## config.mk

```make
export PLATFORM = sky130hd
export DESIGN_NAME = pwr_seq
export DESIGN_NICKNAME = d
export VERILOG_FILES = /design/src/inc/pwr_seq_pkg.sv /design/src/rtl/pwr_seq.sv
export VERILOG_INCLUDE_DIRS = /design/src /design/src/inc
export SDC_FILE = /design/constraint.sdc
export NUM_CORES = 1
export LEC_CHECK = 0
export ABC_AREA = 0
export BUFFER_PORTS_ARGS = -buffer_cell sky130_fd_sc_hd__buf_2
export CAP_MARGIN = 20
export CORE_ASPECT_RATIO = 1.25
export CORE_MARGIN = 2
export CORE_UTILIZATION = 47
export DETAILED_ROUTE_END_ITERATION = 16
export GPL_TIMING_DRIVEN = 0
export MAX_ROUTING_LAYER = met4
export REMOVE_ABC_BUFFERS = 1
export SYNTH_ARGS = -nofsm -noshare
export SYNTH_HDL_FRONTEND = slang
export SYNTH_SLANG_ARGS = --single-unit
```

## constraint.sdc

```tcl
create_clock -name CLK_SYS_I -period 2.5 [get_ports CLK_SYS_I]
set_input_delay 0.375 -clock CLK_SYS_I [delete_from_list [all_inputs] [get_ports CLK_SYS_I]]
set_output_delay 0.375 -clock CLK_SYS_I [all_outputs]
set_load 0.01 [all_outputs]
```

## src/inc/pwr_seq_params.svh

```systemverilog
// Purpose: Timing and encoding constants for the module power and sleep sequencer
// Assumes: 40 MHz system clock
// Notes:   Times in their own unit; cycle counts derived from them
`ifndef PWR_SEQ_PARAMS_SVH
`define PWR_SEQ_PARAMS_SVH

`define CLK_HZ              40000000
`define IGN_PULSE_MS        2000
`define RST_PULSE_MS        10
`define IGN_PULSE_CYC       ((`IGN_PULSE_MS * 64'd40000000) / 64'd1000)
`define RST_PULSE_CYC       ((`RST_PULSE_MS * 64'd40000000) / 64'd1000)
`define BOOT_MS             3000
`define BOOT_CYC            ((`BOOT_MS * 64'd40000000) / 64'd1000)
`define SLEEP_DLY_MS        100
`define SLEEP_DLY_CYC       ((`SLEEP_DLY_MS * 64'd40000000) / 64'd1000)
`define SLPCFG_TERM_READY   2'h0
`define SLPCFG_AUTO         2'h1
`define SLPCFG_NEVER        2'h2
`define SLPCFG_RSVD         2'h3
`define WAKE_CHAR           8'h00

`endif

```

## src/inc/pwr_seq_pkg.sv

```systemverilog
// Purpose: Types for the module power and sleep sequencer
// Assumes: Nothing
// Notes:   One-hot state codes
package pwr_seq_pkg;

    typedef enum logic [6:0] {
        ST_OFF     = 7'h01,
        ST_IGNITE  = 7'h02,
        ST_BOOT    = 7'h04,
        ST_IDLE    = 7'h08,
        ST_COMM    = 7'h10,
        ST_SLEEP   = 7'h20,
        ST_FLIGHT  = 7'h40
    } pwr_state_e;

endpackage

```

## src/rtl/pwr_seq.sv

```systemverilog
// Function
// Host holds ignition low 2000 ms after battery present to start module.
// Host keeps reset released during the whole ignition pulse.
// Ignition is active low, pulled up; only open-drain drive allowed.
// Module pulls ignition low itself once ready.
// Request-to-send goes active some seconds after ignition.
// I/O supply output off while module off, on in every running mode.
// Host resets module with a 10 ms low pulse on reset.
// Reset pulse restarts module at once, no ignition needed.
// Reset clears processor registers and reinitialises working memory.
// Reset has no effect before the module has started.
// Reset is active low with pull-up; open-drain control allowed.
// Sleep config 1: sleep when no task runs, wake on 0x00 character.
// Sleep config 0: sleep after terminal-ready goes high, wake when low.
// Sleep config 2: never enter sleep.
// Sleep wakes on paging, timer, host character or terminal-ready.
// No commands accepted in sleep; commands accepted in idle.
// Flight mode by command: processor active, radio powered down.
// Communication mode: all subsystems active during a call.
// Power-off command performs orderly shutdown.
// Host sends no commands before supply on and request-to-send active.
// Host times pulses with its own counter, at least stated length.
//
// Purpose: Power-up, reset, power-off and sleep control of a modem module
// Assumes: All inputs synchronous to CLK_SYS_I; ignition pin level seen on input
// Notes:   Long counts are parameters so simulation can shorten them
`timescale 1ns/1ps
`include "pwr_seq_params.svh"

module pwr_seq #(
    parameter int unsigned IGN_CYC   = 32'(`IGN_PULSE_CYC),
    parameter int unsigned RST_CYC   = 32'(`RST_PULSE_CYC),
    parameter int unsigned BOOT_CYC  = 32'(`BOOT_CYC),
    parameter int unsigned SLEEP_CYC = 32'(`SLEEP_DLY_CYC)
) (
    input  wire logic       CLK_SYS_I,
    input  wire logic       SRST_I,
    input  wire logic       BATTERY_PRESENT_I,
    input  wire logic       IGNITION_LINE_I,
    output logic            IGNITION_LINE_O,
    output logic            IGNITION_LINE_OE_N_O,
    input  wire logic       RESET_LINE_N_I,
    input  wire logic [1:0] SLEEP_CONFIG_I,
    input  wire logic       SLEEP_CONFIG_WE_I,
    input  wire logic       SERIAL_CHAR_VALID_I,
    input  wire logic [7:0] SERIAL_CHAR_I,
    input  wire logic       SERIAL_TERMINAL_READY_N_I,
    input  wire logic       TASK_BUSY_I,
    input  wire logic       NET_PAGING_I,
    input  wire logic       TIMER_EXPIRED_I,
    input  wire logic       CALL_ACTIVE_I,
    input  wire logic       FLIGHT_CMD_I,
    input  wire logic       FLIGHT_EXIT_CMD_I,
    input  wire logic       POWER_OFF_COMMAND_I,
    output logic            IO_SUPPLY_OUT_O,
    output logic            SERIAL_REQUEST_TO_SEND_OUT_O,
    output logic            CMD_ACCEPT_O,
    output logic            RADIO_ON_O,
    output logic            CPU_ON_O,
    output logic            CPU_CLEAR_O,
    output logic [6:0]      MODE_O
);

    if (IGN_CYC < 1 || RST_CYC < 1 || BOOT_CYC < 1 || SLEEP_CYC < 1)
    begin
        $error("pwr_seq: counts must be at least one cycle");
    end

    // ------------------------------------------------------------
    // Pulse timers
    // ------------------------------------------------------------
    pwr_seq_pkg::pwr_state_e state_q;
    pwr_seq_pkg::pwr_state_e state_d;
    logic [31:0]             ign_cnt_q;
    logic [31:0]             rst_cnt_q;
    logic [31:0]             tmr_q;
    logic [1:0]              slp_cfg_q;
    logic                    ign_done;
    logic                    rst_done;
    logic                    running;
    logic                    wake;

    function automatic logic [31:0] sat_inc(input logic [31:0] v, input logic cond);
        if (!cond)
            sat_inc = 32'h0;
        else if (v != 32'hFFFFFFFF)
            sat_inc = v + 32'h1;
        else
            sat_inc = v;
    endfunction

    function automatic logic is_run(input pwr_seq_pkg::pwr_state_e s);
        is_run = (s == pwr_seq_pkg::ST_IDLE) || (s == pwr_seq_pkg::ST_COMM) ||
                 (s == pwr_seq_pkg::ST_SLEEP) || (s == pwr_seq_pkg::ST_FLIGHT);
    endfunction

    assign running  = is_run(state_q);
    // Ignition only counts while the module itself is not pulling the line
    assign ign_done = (ign_cnt_q >= IGN_CYC);
    assign rst_done = (rst_cnt_q >= RST_CYC);

    always_ff @(posedge CLK_SYS_I)
    begin
        if (SRST_I)
            ign_cnt_q <= 32'h0;
        else
            ign_cnt_q <= sat_inc(ign_cnt_q, !IGNITION_LINE_I && BATTERY_PRESENT_I &&
                                 RESET_LINE_N_I && !running);
    end

    always_ff @(posedge CLK_SYS_I)
    begin
        if (SRST_I)
            rst_cnt_q <= 32'h0;
        else
            rst_cnt_q <= sat_inc(rst_cnt_q, !RESET_LINE_N_I && running);
    end

    // ------------------------------------------------------------
    // Sleep configuration
    // ------------------------------------------------------------
    always_ff @(posedge CLK_SYS_I)
    begin
        if (SRST_I)
            slp_cfg_q <= `SLPCFG_NEVER;
        else if (SLEEP_CONFIG_WE_I && state_q != pwr_seq_pkg::ST_SLEEP && SLEEP_CONFIG_I != `SLPCFG_RSVD)
            slp_cfg_q <= SLEEP_CONFIG_I;
    end

    assign wake = NET_PAGING_I || TIMER_EXPIRED_I || !SERIAL_TERMINAL_READY_N_I ||
                  (SERIAL_CHAR_VALID_I && SERIAL_CHAR_I == `WAKE_CHAR);

    // ------------------------------------------------------------
    // Mode machine
    // ------------------------------------------------------------
    always_comb
    begin
        state_d = state_q;
        case (state_q)
            pwr_seq_pkg::ST_OFF:
            begin
                if (BATTERY_PRESENT_I && !IGNITION_LINE_I && RESET_LINE_N_I)
                    state_d = pwr_seq_pkg::ST_IGNITE;
            end
            pwr_seq_pkg::ST_IGNITE:
            begin
                if (ign_done)
                    state_d = pwr_seq_pkg::ST_BOOT;
                else if (IGNITION_LINE_I || !RESET_LINE_N_I)
                    state_d = pwr_seq_pkg::ST_OFF;
            end
            pwr_seq_pkg::ST_BOOT:
            begin
                if (tmr_q >= BOOT_CYC)
                    state_d = pwr_seq_pkg::ST_IDLE;
            end
            pwr_seq_pkg::ST_IDLE:
            begin
                if (FLIGHT_CMD_I)
                    state_d = pwr_seq_pkg::ST_FLIGHT;
                else if (CALL_ACTIVE_I)
                    state_d = pwr_seq_pkg::ST_COMM;
                else if (slp_cfg_q == `SLPCFG_AUTO && !TASK_BUSY_I && !wake)
                    state_d = pwr_seq_pkg::ST_SLEEP;
                else if (slp_cfg_q == `SLPCFG_TERM_READY && SERIAL_TERMINAL_READY_N_I &&
                         tmr_q >= SLEEP_CYC)
                    state_d = pwr_seq_pkg::ST_SLEEP;
            end
            pwr_seq_pkg::ST_COMM:
            begin
                if (!CALL_ACTIVE_I)
                    state_d = pwr_seq_pkg::ST_IDLE;
            end
            pwr_seq_pkg::ST_SLEEP:
            begin
                if (slp_cfg_q == `SLPCFG_NEVER || wake)
                    state_d = pwr_seq_pkg::ST_IDLE;
            end
            pwr_seq_pkg::ST_FLIGHT:
            begin
                if (FLIGHT_EXIT_CMD_I)
                    state_d = pwr_seq_pkg::ST_IDLE;
            end
            default:
                state_d = pwr_seq_pkg::ST_OFF;
        endcase
        if (running && POWER_OFF_COMMAND_I && state_q != pwr_seq_pkg::ST_SLEEP)
            state_d = pwr_seq_pkg::ST_OFF;
        if (rst_done)
            state_d = pwr_seq_pkg::ST_BOOT;
    end

    always_ff @(posedge CLK_SYS_I)
    begin
        if (SRST_I)
            state_q <= pwr_seq_pkg::ST_OFF;
        else
            state_q <= state_d;
    end

    // Boot delay and terminal-ready sleep delay share one timer
    always_ff @(posedge CLK_SYS_I)
    begin
        if (SRST_I)
            tmr_q <= 32'h0;
        else if (state_d != state_q)
            tmr_q <= 32'h0;
        else if (state_q == pwr_seq_pkg::ST_IDLE)
            tmr_q <= sat_inc(tmr_q, SERIAL_TERMINAL_READY_N_I);
        else
            tmr_q <= sat_inc(tmr_q, state_q == pwr_seq_pkg::ST_BOOT);
    end

    // ------------------------------------------------------------
    // Registered outputs
    // ------------------------------------------------------------
    always_ff @(posedge CLK_SYS_I)
    begin
        if (SRST_I)
        begin
            IGNITION_LINE_O              <= 1'b0;
            IGNITION_LINE_OE_N_O         <= 1'b1;
            IO_SUPPLY_OUT_O              <= 1'b0;
            SERIAL_REQUEST_TO_SEND_OUT_O <= 1'b0;
            CMD_ACCEPT_O                 <= 1'b0;
            RADIO_ON_O                   <= 1'b0;
            CPU_ON_O                     <= 1'b0;
            CPU_CLEAR_O                  <= 1'b0;
            MODE_O                       <= pwr_seq_pkg::ST_OFF;
        end
        else
        begin
            IGNITION_LINE_O              <= 1'b0;
            IGNITION_LINE_OE_N_O         <= !is_run(state_d);
            IO_SUPPLY_OUT_O              <= state_d != pwr_seq_pkg::ST_OFF &&
                                            state_d != pwr_seq_pkg::ST_IGNITE;
            SERIAL_REQUEST_TO_SEND_OUT_O <= state_d == pwr_seq_pkg::ST_IDLE ||
                                            state_d == pwr_seq_pkg::ST_COMM ||
                                            state_d == pwr_seq_pkg::ST_FLIGHT;
            CMD_ACCEPT_O                 <= state_d == pwr_seq_pkg::ST_IDLE ||
                                            state_d == pwr_seq_pkg::ST_COMM ||
                                            state_d == pwr_seq_pkg::ST_FLIGHT;
            RADIO_ON_O                   <= state_d == pwr_seq_pkg::ST_IDLE ||
                                            state_d == pwr_seq_pkg::ST_COMM ||
                                            state_d == pwr_seq_pkg::ST_SLEEP;
            CPU_ON_O                     <= state_d != pwr_seq_pkg::ST_OFF &&
                                            state_d != pwr_seq_pkg::ST_IGNITE;
            CPU_CLEAR_O                  <= rst_done;
            MODE_O                       <= state_d;
        end
    end

    // ------------------------------------------------------------
    // Checks
    // ------------------------------------------------------------
    property p_supply_off;
        @(posedge CLK_SYS_I) disable iff (SRST_I)
        (state_q == pwr_seq_pkg::ST_OFF) |-> ##1 !IO_SUPPLY_OUT_O || state_q != pwr_seq_pkg::ST_OFF;
    endproperty
    a_supply_off: assert property (p_supply_off) else $error("Supply on while off");

    property p_no_cmd_sleep;
        @(posedge CLK_SYS_I) disable iff (SRST_I)
        (state_q == pwr_seq_pkg::ST_SLEEP) |-> !CMD_ACCEPT_O;
    endproperty
    a_no_cmd_sleep: assert property (p_no_cmd_sleep) else $error("Command accepted in sleep");

    property p_never_sleep;
        @(posedge CLK_SYS_I) disable iff (SRST_I)
        (slp_cfg_q == `SLPCFG_NEVER && state_q == pwr_seq_pkg::ST_IDLE) |=> state_q != pwr_seq_pkg::ST_SLEEP;
    endproperty
    a_never_sleep: assert property (p_never_sleep) else $error("Slept with sleep disabled");

    property p_reset_restart;
        @(posedge CLK_SYS_I) disable iff (SRST_I)
        $rose(rst_done) |=> state_q == pwr_seq_pkg::ST_BOOT && CPU_CLEAR_O;
    endproperty
    a_reset_restart: assert property (p_reset_restart) else $error("Reset did not restart");

    property p_reset_ignored_off;
        @(posedge CLK_SYS_I) disable iff (SRST_I)
        (state_q == pwr_seq_pkg::ST_OFF) |-> rst_cnt_q == 32'h0;
    endproperty
    a_reset_ignored_off: assert property (p_reset_ignored_off) else $error("Reset acted while off");

    property p_flight_radio;
        @(posedge CLK_SYS_I) disable iff (SRST_I)
        (state_q == pwr_seq_pkg::ST_FLIGHT) |-> ##1 (!RADIO_ON_O && CPU_ON_O) || state_q != pwr_seq_pkg::ST_FLIGHT;
    endproperty
    a_flight_radio: assert property (p_flight_radio) else $error("Flight mode radio state wrong");

    property p_wake_char;
        @(posedge CLK_SYS_I) disable iff (SRST_I)
        (state_q == pwr_seq_pkg::ST_SLEEP && SERIAL_CHAR_VALID_I && SERIAL_CHAR_I == `WAKE_CHAR
         && !rst_done) |=> state_q == pwr_seq_pkg::ST_IDLE;
    endproperty
    a_wake_char: assert property (p_wake_char) else $error("No wake on null character");

    property p_ready_pull;
        @(posedge CLK_SYS_I) disable iff (SRST_I)
        running |-> !IGNITION_LINE_OE_N_O && !IGNITION_LINE_O;
    endproperty
    a_ready_pull: assert property (p_ready_pull) else $error("Ignition not pulled when ready");

    property p_power_off;
        @(posedge CLK_SYS_I) disable iff (SRST_I)
        (state_q == pwr_seq_pkg::ST_IDLE && POWER_OFF_COMMAND_I && !rst_done) |=> state_q == pwr_seq_pkg::ST_OFF;
    endproperty
    a_power_off: assert property (p_power_off) else $error("Power-off command ignored");

    property p_rts_ready;
        @(posedge CLK_SYS_I) disable iff (SRST_I)
        (state_q == pwr_seq_pkg::ST_IDLE) |-> SERIAL_REQUEST_TO_SEND_OUT_O;
    endproperty
    a_rts_ready: assert property (p_rts_ready) else $error("Request-to-send low in idle");

    property p_supply_on;
        @(posedge CLK_SYS_I) disable iff (SRST_I)
        running |-> IO_SUPPLY_OUT_O;
    endproperty
    a_supply_on: assert property (p_supply_on) else $error("Supply off while running");

    property p_clear_boot;
        @(posedge CLK_SYS_I) disable iff (SRST_I)
        CPU_CLEAR_O |-> state_q == pwr_seq_pkg::ST_BOOT;
    endproperty
    a_clear_boot: assert property (p_clear_boot) else $error("Clear outside restart");

    property p_term_wake;
        @(posedge CLK_SYS_I) disable iff (SRST_I)
        (state_q == pwr_seq_pkg::ST_SLEEP && !SERIAL_TERMINAL_READY_N_I && !rst_done) |=> state_q == pwr_seq_pkg::ST_IDLE;
    endproperty
    a_term_wake: assert property (p_term_wake) else $error("No wake on terminal-ready");

    property p_event_wake;
        @(posedge CLK_SYS_I) disable iff (SRST_I)
        (state_q == pwr_seq_pkg::ST_SLEEP && (NET_PAGING_I || TIMER_EXPIRED_I) && !rst_done)
         |=> state_q == pwr_seq_pkg::ST_IDLE;
    endproperty
    a_event_wake: assert property (p_event_wake) else $error("No wake on paging or timer");

    property p_comm_on;
        @(posedge CLK_SYS_I) disable iff (SRST_I)
        (state_q == pwr_seq_pkg::ST_COMM) |-> RADIO_ON_O && CPU_ON_O && IO_SUPPLY_OUT_O;
    endproperty
    a_comm_on: assert property (p_comm_on) else $error("Subsystem off during call");

    property p_ignite_abort;
        @(posedge CLK_SYS_I) disable iff (SRST_I)
        (state_q == pwr_seq_pkg::ST_IGNITE && IGNITION_LINE_I && !ign_done) |=> state_q == pwr_seq_pkg::ST_OFF;
    endproperty
    a_ignite_abort: assert property (p_ignite_abort) else $error("Short ignition not refused");

endmodule

```

==> impl_metrics.env, run 1 <==
export IMPL_worst_setup_path_type="flop to flop"
export IMPL_grtUsageTotal=0.200
export IMPL_p_total_mw=3.54
export IMPL_globalRouteOverflowTotal=0
export IMPL_fin_crit_ns=2.42
export IMPL_antenna_found_initial=0
export IMPL_avgRoutedWirePerCell_um=14.1
export IMPL_met1Wirelength_mm=5.79
export IMPL_drt_first_pass_iters=4
export IMPL_tritoncts="yes"
export IMPL_period_share=0.966
export IMPL_synth_seq_cells=110
export IMPL_ys_types=76
export IMPL_core_area_mm2=0.0122
export IMPL_power_density_mw_per_mm2=530
export IMPL_grt_pass1_vias=4769
export IMPL_layout_common_cells="dfxtp_1 (107), nor2_1 (92), nand2_1 (51)"
export IMPL_cts_sinks=110
export IMPL_start_util=0.482
export IMPL_worst_path_max_fanout=5
export IMPL_h_tree_depth=3
export IMPL_ant_nets=0
export IMPL_worstMarginPinSlew_ns=0.687
export IMPL_setup_viol=0
export IMPL_synthFlopType="dfxtp_1"
export IMPL_ir_drop_v=0.000263
export IMPL_startpoint_type="flop"
export IMPL_portBuffers=38
export IMPL_async_flop_share=0
export IMPL_rsz0062_at_grt="yes"
export IMPL_fin_setup_tns_ns=0
export IMPL_drc=0
export IMPL_yosys_warnings=0
export IMPL_dpl_hpwl_mm=8.64
export IMPL_relSlewSlack=0.539
export IMPL_die_area_mm2=0.0134
export IMPL_netlist_area_mm2=0.00586
export IMPL_maxCapViolations=0
export IMPL_yosysSeqAreaShare=0.376
export IMPL_rows=45
export IMPL_n_antenna_cell=0
export IMPL_status="completed"
export IMPL_routed_wl_met3_um=294
export IMPL_final_common_cell="dfxtp_1"
export IMPL_drt_iter0_drc=215
export IMPL_min_path_type="primary input to flop"
export IMPL_fill_cells=1159
export IMPL_synth_edf_count=0
export IMPL_stdcell_count=897
export IMPL_layout_drive_gt1_share=0.184
export IMPL_area_growth_pct=14.1
export IMPL_end_kind="flop"
export IMPL_ios=40
export IMPL_synthCells=689
export IMPL_crit_arrival_ns=2.66
export IMPL_fmax_mhz=414
export IMPL_grt_max_degree=33
export IMPL_cts_buffer_depth=2
export IMPL_cts_root_buffer="clkbuf_16"
export IMPL_grt_pass1_wl_mm=21.6
export IMPL_clk_pin_slew_worst_paths_ns=0.08
export IMPL_skew_ns=0.0120
export IMPL_stdcell_area_mm2=0.00669
export IMPL_final_max_slew_violation_count=0
export IMPL_power_leakage_nw=2.18
export IMPL_route_met2_wl_mm=6.37
export IMPL_avgSynthCellArea_um2=8.51
export IMPL_place_inst=870
export IMPL_die_h_um=129
export IMPL_routed_wl_mm=12.6
export IMPL_clk_latency_ns=0.35
export IMPL_hold_viol=0
export IMPL_critPathRequiredTime_ns=2.75
export IMPL_viasPerCell=5.42
export IMPL_die_width_um=104
export IMPL_final_nets=759
export IMPL_whs_ns=0.308
export IMPL_globalplace_congestion=0.792
export IMPL_cts_made_buffers=9
export IMPL_route_vias_total=4863
export IMPL_placed_area_mm2=0.00612
export IMPL_highest_layer="met4"
state kept, by name (all words and copies together) (netlist names), 2 cells and up:
name / count
MODE_O: 7
ign_cnt_q: 32
rst_cnt_q: 32
slp_cfg_q: 2
tmr_q: 32
synth_stat cells, drive strengths merged, types with 3 or more instances:
library cell  instances  area [µm²]
and4                 10        87.6
a31oi                 5        46.3
inv                  24        90.1
dfxtp               110        2200
a21oi                16        83.8
nand4                27         190
or2                   4        27.5
buf                  11        96.3
a2111oi               3        57.6
or4                   5        45.0
o211ai                3        22.5
nand3                41         205
clkbuf               11        41.3
xor2                 48         420
nor3b                 3        22.5
nor2                122         533
nor3                 30         161
o21ai                11        55.1
or3                  13        86.3
nor4b                 3        32.5
nor4                 17         140
xnor2                39         342
nand3b                3        22.5
nand2                51         191
ha                    6        75.1
and3                 16         100
a211oi                3        32.5
and2                 14        87.6
nand2b                5        38.8
power breakdown:
group	internal (mW)	switching, mW
logic	0.0598	0.0623
registers	1.76	0.0121
clock network	0.985	0.666
routing by layer:
| layer | vias up | track usage |
|---|---|---|
| li1 | 2480 | - |
| met3 | 13 | 0.0228 |
| met5 | - | - |
| met2 | 68 | 0.356 |
| met1 | 2302 | 0.229 |
| met4 | 0 | 0.0811 |
path summary, 6_finish.rpt:
path | cells after the start | from | slack, ns | endpoint
setup / recovery | 8 | tmr_q[30] | 0.08 | tmr_q[22]
hold / removal | 3 | SLEEP_CONFIG_I[1] | 0.31 | slp_cfg_q[1]
setup reg to reg | 8 | tmr_q[30] | 0.08 | tmr_q[22]
hold reg to reg | 2 | ign_cnt_q[1] | 0.51 | ign_cnt_q[1]
stage by stage:
step	worst slack [ns]	util
floorplan	-0.247	-
detailed placement	-0.702	0.503
global route	-0.0185	0.550
finish	0.0847	0.550
CTS	0.00632	0.538
global placement	-0.653	0.503
final cells by class:
cell class                      count  area, µm²  share of cell area
Sequential cell                   110       2210               0.330
Multi-Input combinational cell    534       3520               0.527
Clock inverter                      7        121              0.0182
Tap cell                          164        205              0.0307
Clock buffer                        9        225              0.0337
Inverter                           24       90.1              0.0135
Timing Repair Buffer               49        314              0.0470
worst max-delay path, cell delays in order, from the launching register on:
cell,delay (ns)
dfxtp_1,0.35
or4_4,0.57
nor4_2,0.27
a21oi_1,0.16
and3b_2,0.31
o31ai_4,0.11
a22oi_2,0.27
buf_4,0.21
nor2_2,0.05
cells by family (layout without fill, tap and decap cells):
| kind of cell | Yosys count | after routing | synth area share |
|---|---|---|---|
| simple gates | 375 | 375 | 0.353 |
| compound gates | 62 | 63 | 0.0854 |
| other cells | 1 | 1 | 0.000640 |
| mux | 2 | 2 | 0.00363 |
| fa+ha+maj | 6 | 6 | 0.0128 |
| xor+xnor | 87 | 87 | 0.130 |
| flops | 110 | 110 | 0.376 |
| buf+inv | 46 | 89 | 0.0389 |
timing repair:
action	4_1_cts	5_1_grt
hold buffers	0	0
buffers inserted	4	4
cloned	1	0
hold endpoints to repair	0	0
endpoints found under the setup margin	56	41
gates resized for setup	3	14
pin swaps	2	5
(Power assumes the default switching activity.)
==> run 2: changes to the inputs <==
--- a/config.mk
+++ b/config.mk
@@ -15,6 +15,7 @@
 export DETAILED_ROUTE_END_ITERATION = 16
 export GPL_TIMING_DRIVEN = 0
 export MAX_ROUTING_LAYER = met4
+export PLACE_DENSITY = 0.7
 export REMOVE_ABC_BUFFERS = 1
 export SYNTH_ARGS = -nofsm -noshare
 export SYNTH_HDL_FRONTEND = slang
==> run 2 against run 1 <==
  * Combinational power is 4% lower
  * Clock skew is 0.0044 ns lower
  * Cell count is 0.45% lower
  * Non-clock buffer count is 4 lower
  * First-iteration DRC count is 11% lower
  * Critical endpoint is now tmr_q[21]
==> impl_metrics.env, run 2 (synthesis gave the netlist of run 1 again) <==
export IMPL_h_tree_depth=3
export IMPL_area_growth_pct=12.5
export IMPL_n_antenna_cell=0
export IMPL_power_density_mw_per_mm2=519
export IMPL_grt_max_degree=33
export IMPL_die_width_um=104
export IMPL_die_h_um=129
export IMPL_clk_latency_ns=0.36
export IMPL_final_max_slew_violation_count=0
export IMPL_cts_root_buffer="clkbuf_16"
export IMPL_min_path_type="primary input to flop"
export IMPL_startpoint_type="flop"
export IMPL_drc=0
export IMPL_hold_depth=3
export IMPL_fmax_mhz=412
export IMPL_final_common_cell="dfxtp_1"
export IMPL_layout_drive_gt1_share=0.178
export IMPL_worstMarginPinSlew_ns=0.656
export IMPL_hold_viol=0
export IMPL_power_leakage_nw=2.14
export IMPL_route_vias_total=4919
export IMPL_fill_cells=1153
export IMPL_core_area_mm2=0.0122
export IMPL_setup_viol=0
export IMPL_grt_pass1_vias=4761
export IMPL_worst_path_max_fanout=13
export IMPL_whs_ns=0.315
export IMPL_clk_pin_slew_worst_paths_ns=0.07
export IMPL_skew_ns=0.00759
export IMPL_die_area_mm2=0.0134
export IMPL_hp_start="SLEEP_CONFIG_I[0]"
export IMPL_rr_worst_depth=8
export IMPL_ir_drop_v=0.000416
export IMPL_start_util=0.482
export IMPL_worst_setup_path_type="flop to flop"
export IMPL_crit_path_start="MODE_O[3]"
export IMPL_portBuffers=38
export IMPL_critPathRequiredTime_ns=2.76
export IMPL_dpl_hpwl_mm=8.79
export IMPL_tritoncts="yes"
export IMPL_crit_arrival_ns=2.69
export IMPL_cts_sinks=110
export IMPL_rows=45
export IMPL_viasPerCell=5.51
export IMPL_ant_nets=0
export IMPL_ios=40
export IMPL_final_util=0.542
export IMPL_fin_setup_tns_ns=0
export IMPL_grtUsageTotal=0.201
export IMPL_cts_made_buffers=9
export IMPL_final_nets=755
export IMPL_rsz0062_at_grt="yes"
export IMPL_rr_startpoint="MODE_O[3]"
export IMPL_layout_common_cells="dfxtp_1 (105), nor2_1 (92), nand2_1 (51)"
export IMPL_avgRoutedWirePerCell_um=14.3
export IMPL_relSlewSlack=0.559
export IMPL_p_total_mw=3.42
export IMPL_place_inst=870
export IMPL_fin_crit_ns=2.43
export IMPL_routed_wl_mm=12.8
export IMPL_globalRouteOverflowTotal=0
export IMPL_drt_iter0_drc=192
export IMPL_drt_first_pass_iters=4
export IMPL_maxCapViolations=0
export IMPL_top_regs="ign_cnt_q (32), rst_cnt_q (32), tmr_q (32)"
export IMPL_status="completed"
export IMPL_end_kind="flop"
export IMPL_period_share=0.972
export IMPL_cts_buffer_depth=2
export IMPL_globalplace_congestion=0.856
export IMPL_stdcell_count=893
export IMPL_grt_pass1_wl_mm=21.5
export IMPL_holdBufCountCts=0
export IMPL_antenna_found_initial=0
==> run 2: repair_timing <==
item	CTS	global route
pin swaps	3	6
resized for setup	1	13
buffers inserted	5	0
gates cloned	1	0
endpoints found under the setup margin	32	64
==> run 2: power breakdown <==
group,switching [mW],internal [mW],total (mW)
Combinational,0.0632,0.0542,0.117
Sequential,0.0103,1.76,1.77
Clock,0.661,0.877,1.54
==> run 2: final cells by class <==
class / instances / area (µm²) / share of cell area
well taps: 164 / 205 / 0.0311
clock inverters: 6 / 86.3 / 0.0131
multi-input cells: 534 / 3500 / 0.531
inverters: 24 / 90.1 / 0.0137
clock buffers: 10 / 229 / 0.0347
repair buffers: 45 / 275 / 0.0417
flip-flops and latches: 110 / 2210 / 0.335
==> run 2: final timing paths <==
path                       end  slack, ns
hold reg to reg   ign_cnt_q[8]       0.51
setup reg to reg     tmr_q[21]       0.07
hold / removal    slp_cfg_q[0]       0.32
setup / recovery     tmr_q[21]       0.07
==> run 2: metrics by stage <==
stage / setup slack [ns] / cell area, µm²
6_report: 0.0703 / 6590
5_1_grt: -0.00534 / 6590
4_1_cts: 0.00641 / 6500
2_1_floorplan: -0.247 / 5720
3_3_place_gp: -0.592 / 6120
3_5_place_dp: -0.635 / 6130
==> run 2: layer usage <==
metal / vias to the layer above / GRT usage / routed length [µm]
li1: 2461 / - / -
met1: 2352 / 0.224 / 5500
met2: 92 / 0.358 / 6660
met3: 14 / 0.0309 / 429
met4: 0 / 0.0843 / 229
met5: - / - / 0
==> run 2: worst max-delay path, stage by stage, from the launching register on <==
cell	delay, ns
dfxtp_2	0.40
or4b_1	0.56
or2_4	0.28
o311ai_2	0.16
and3_1	0.28
o31ai_2	0.13
a22oi_2	0.23
buf_4	0.22
nor2_2	0.06
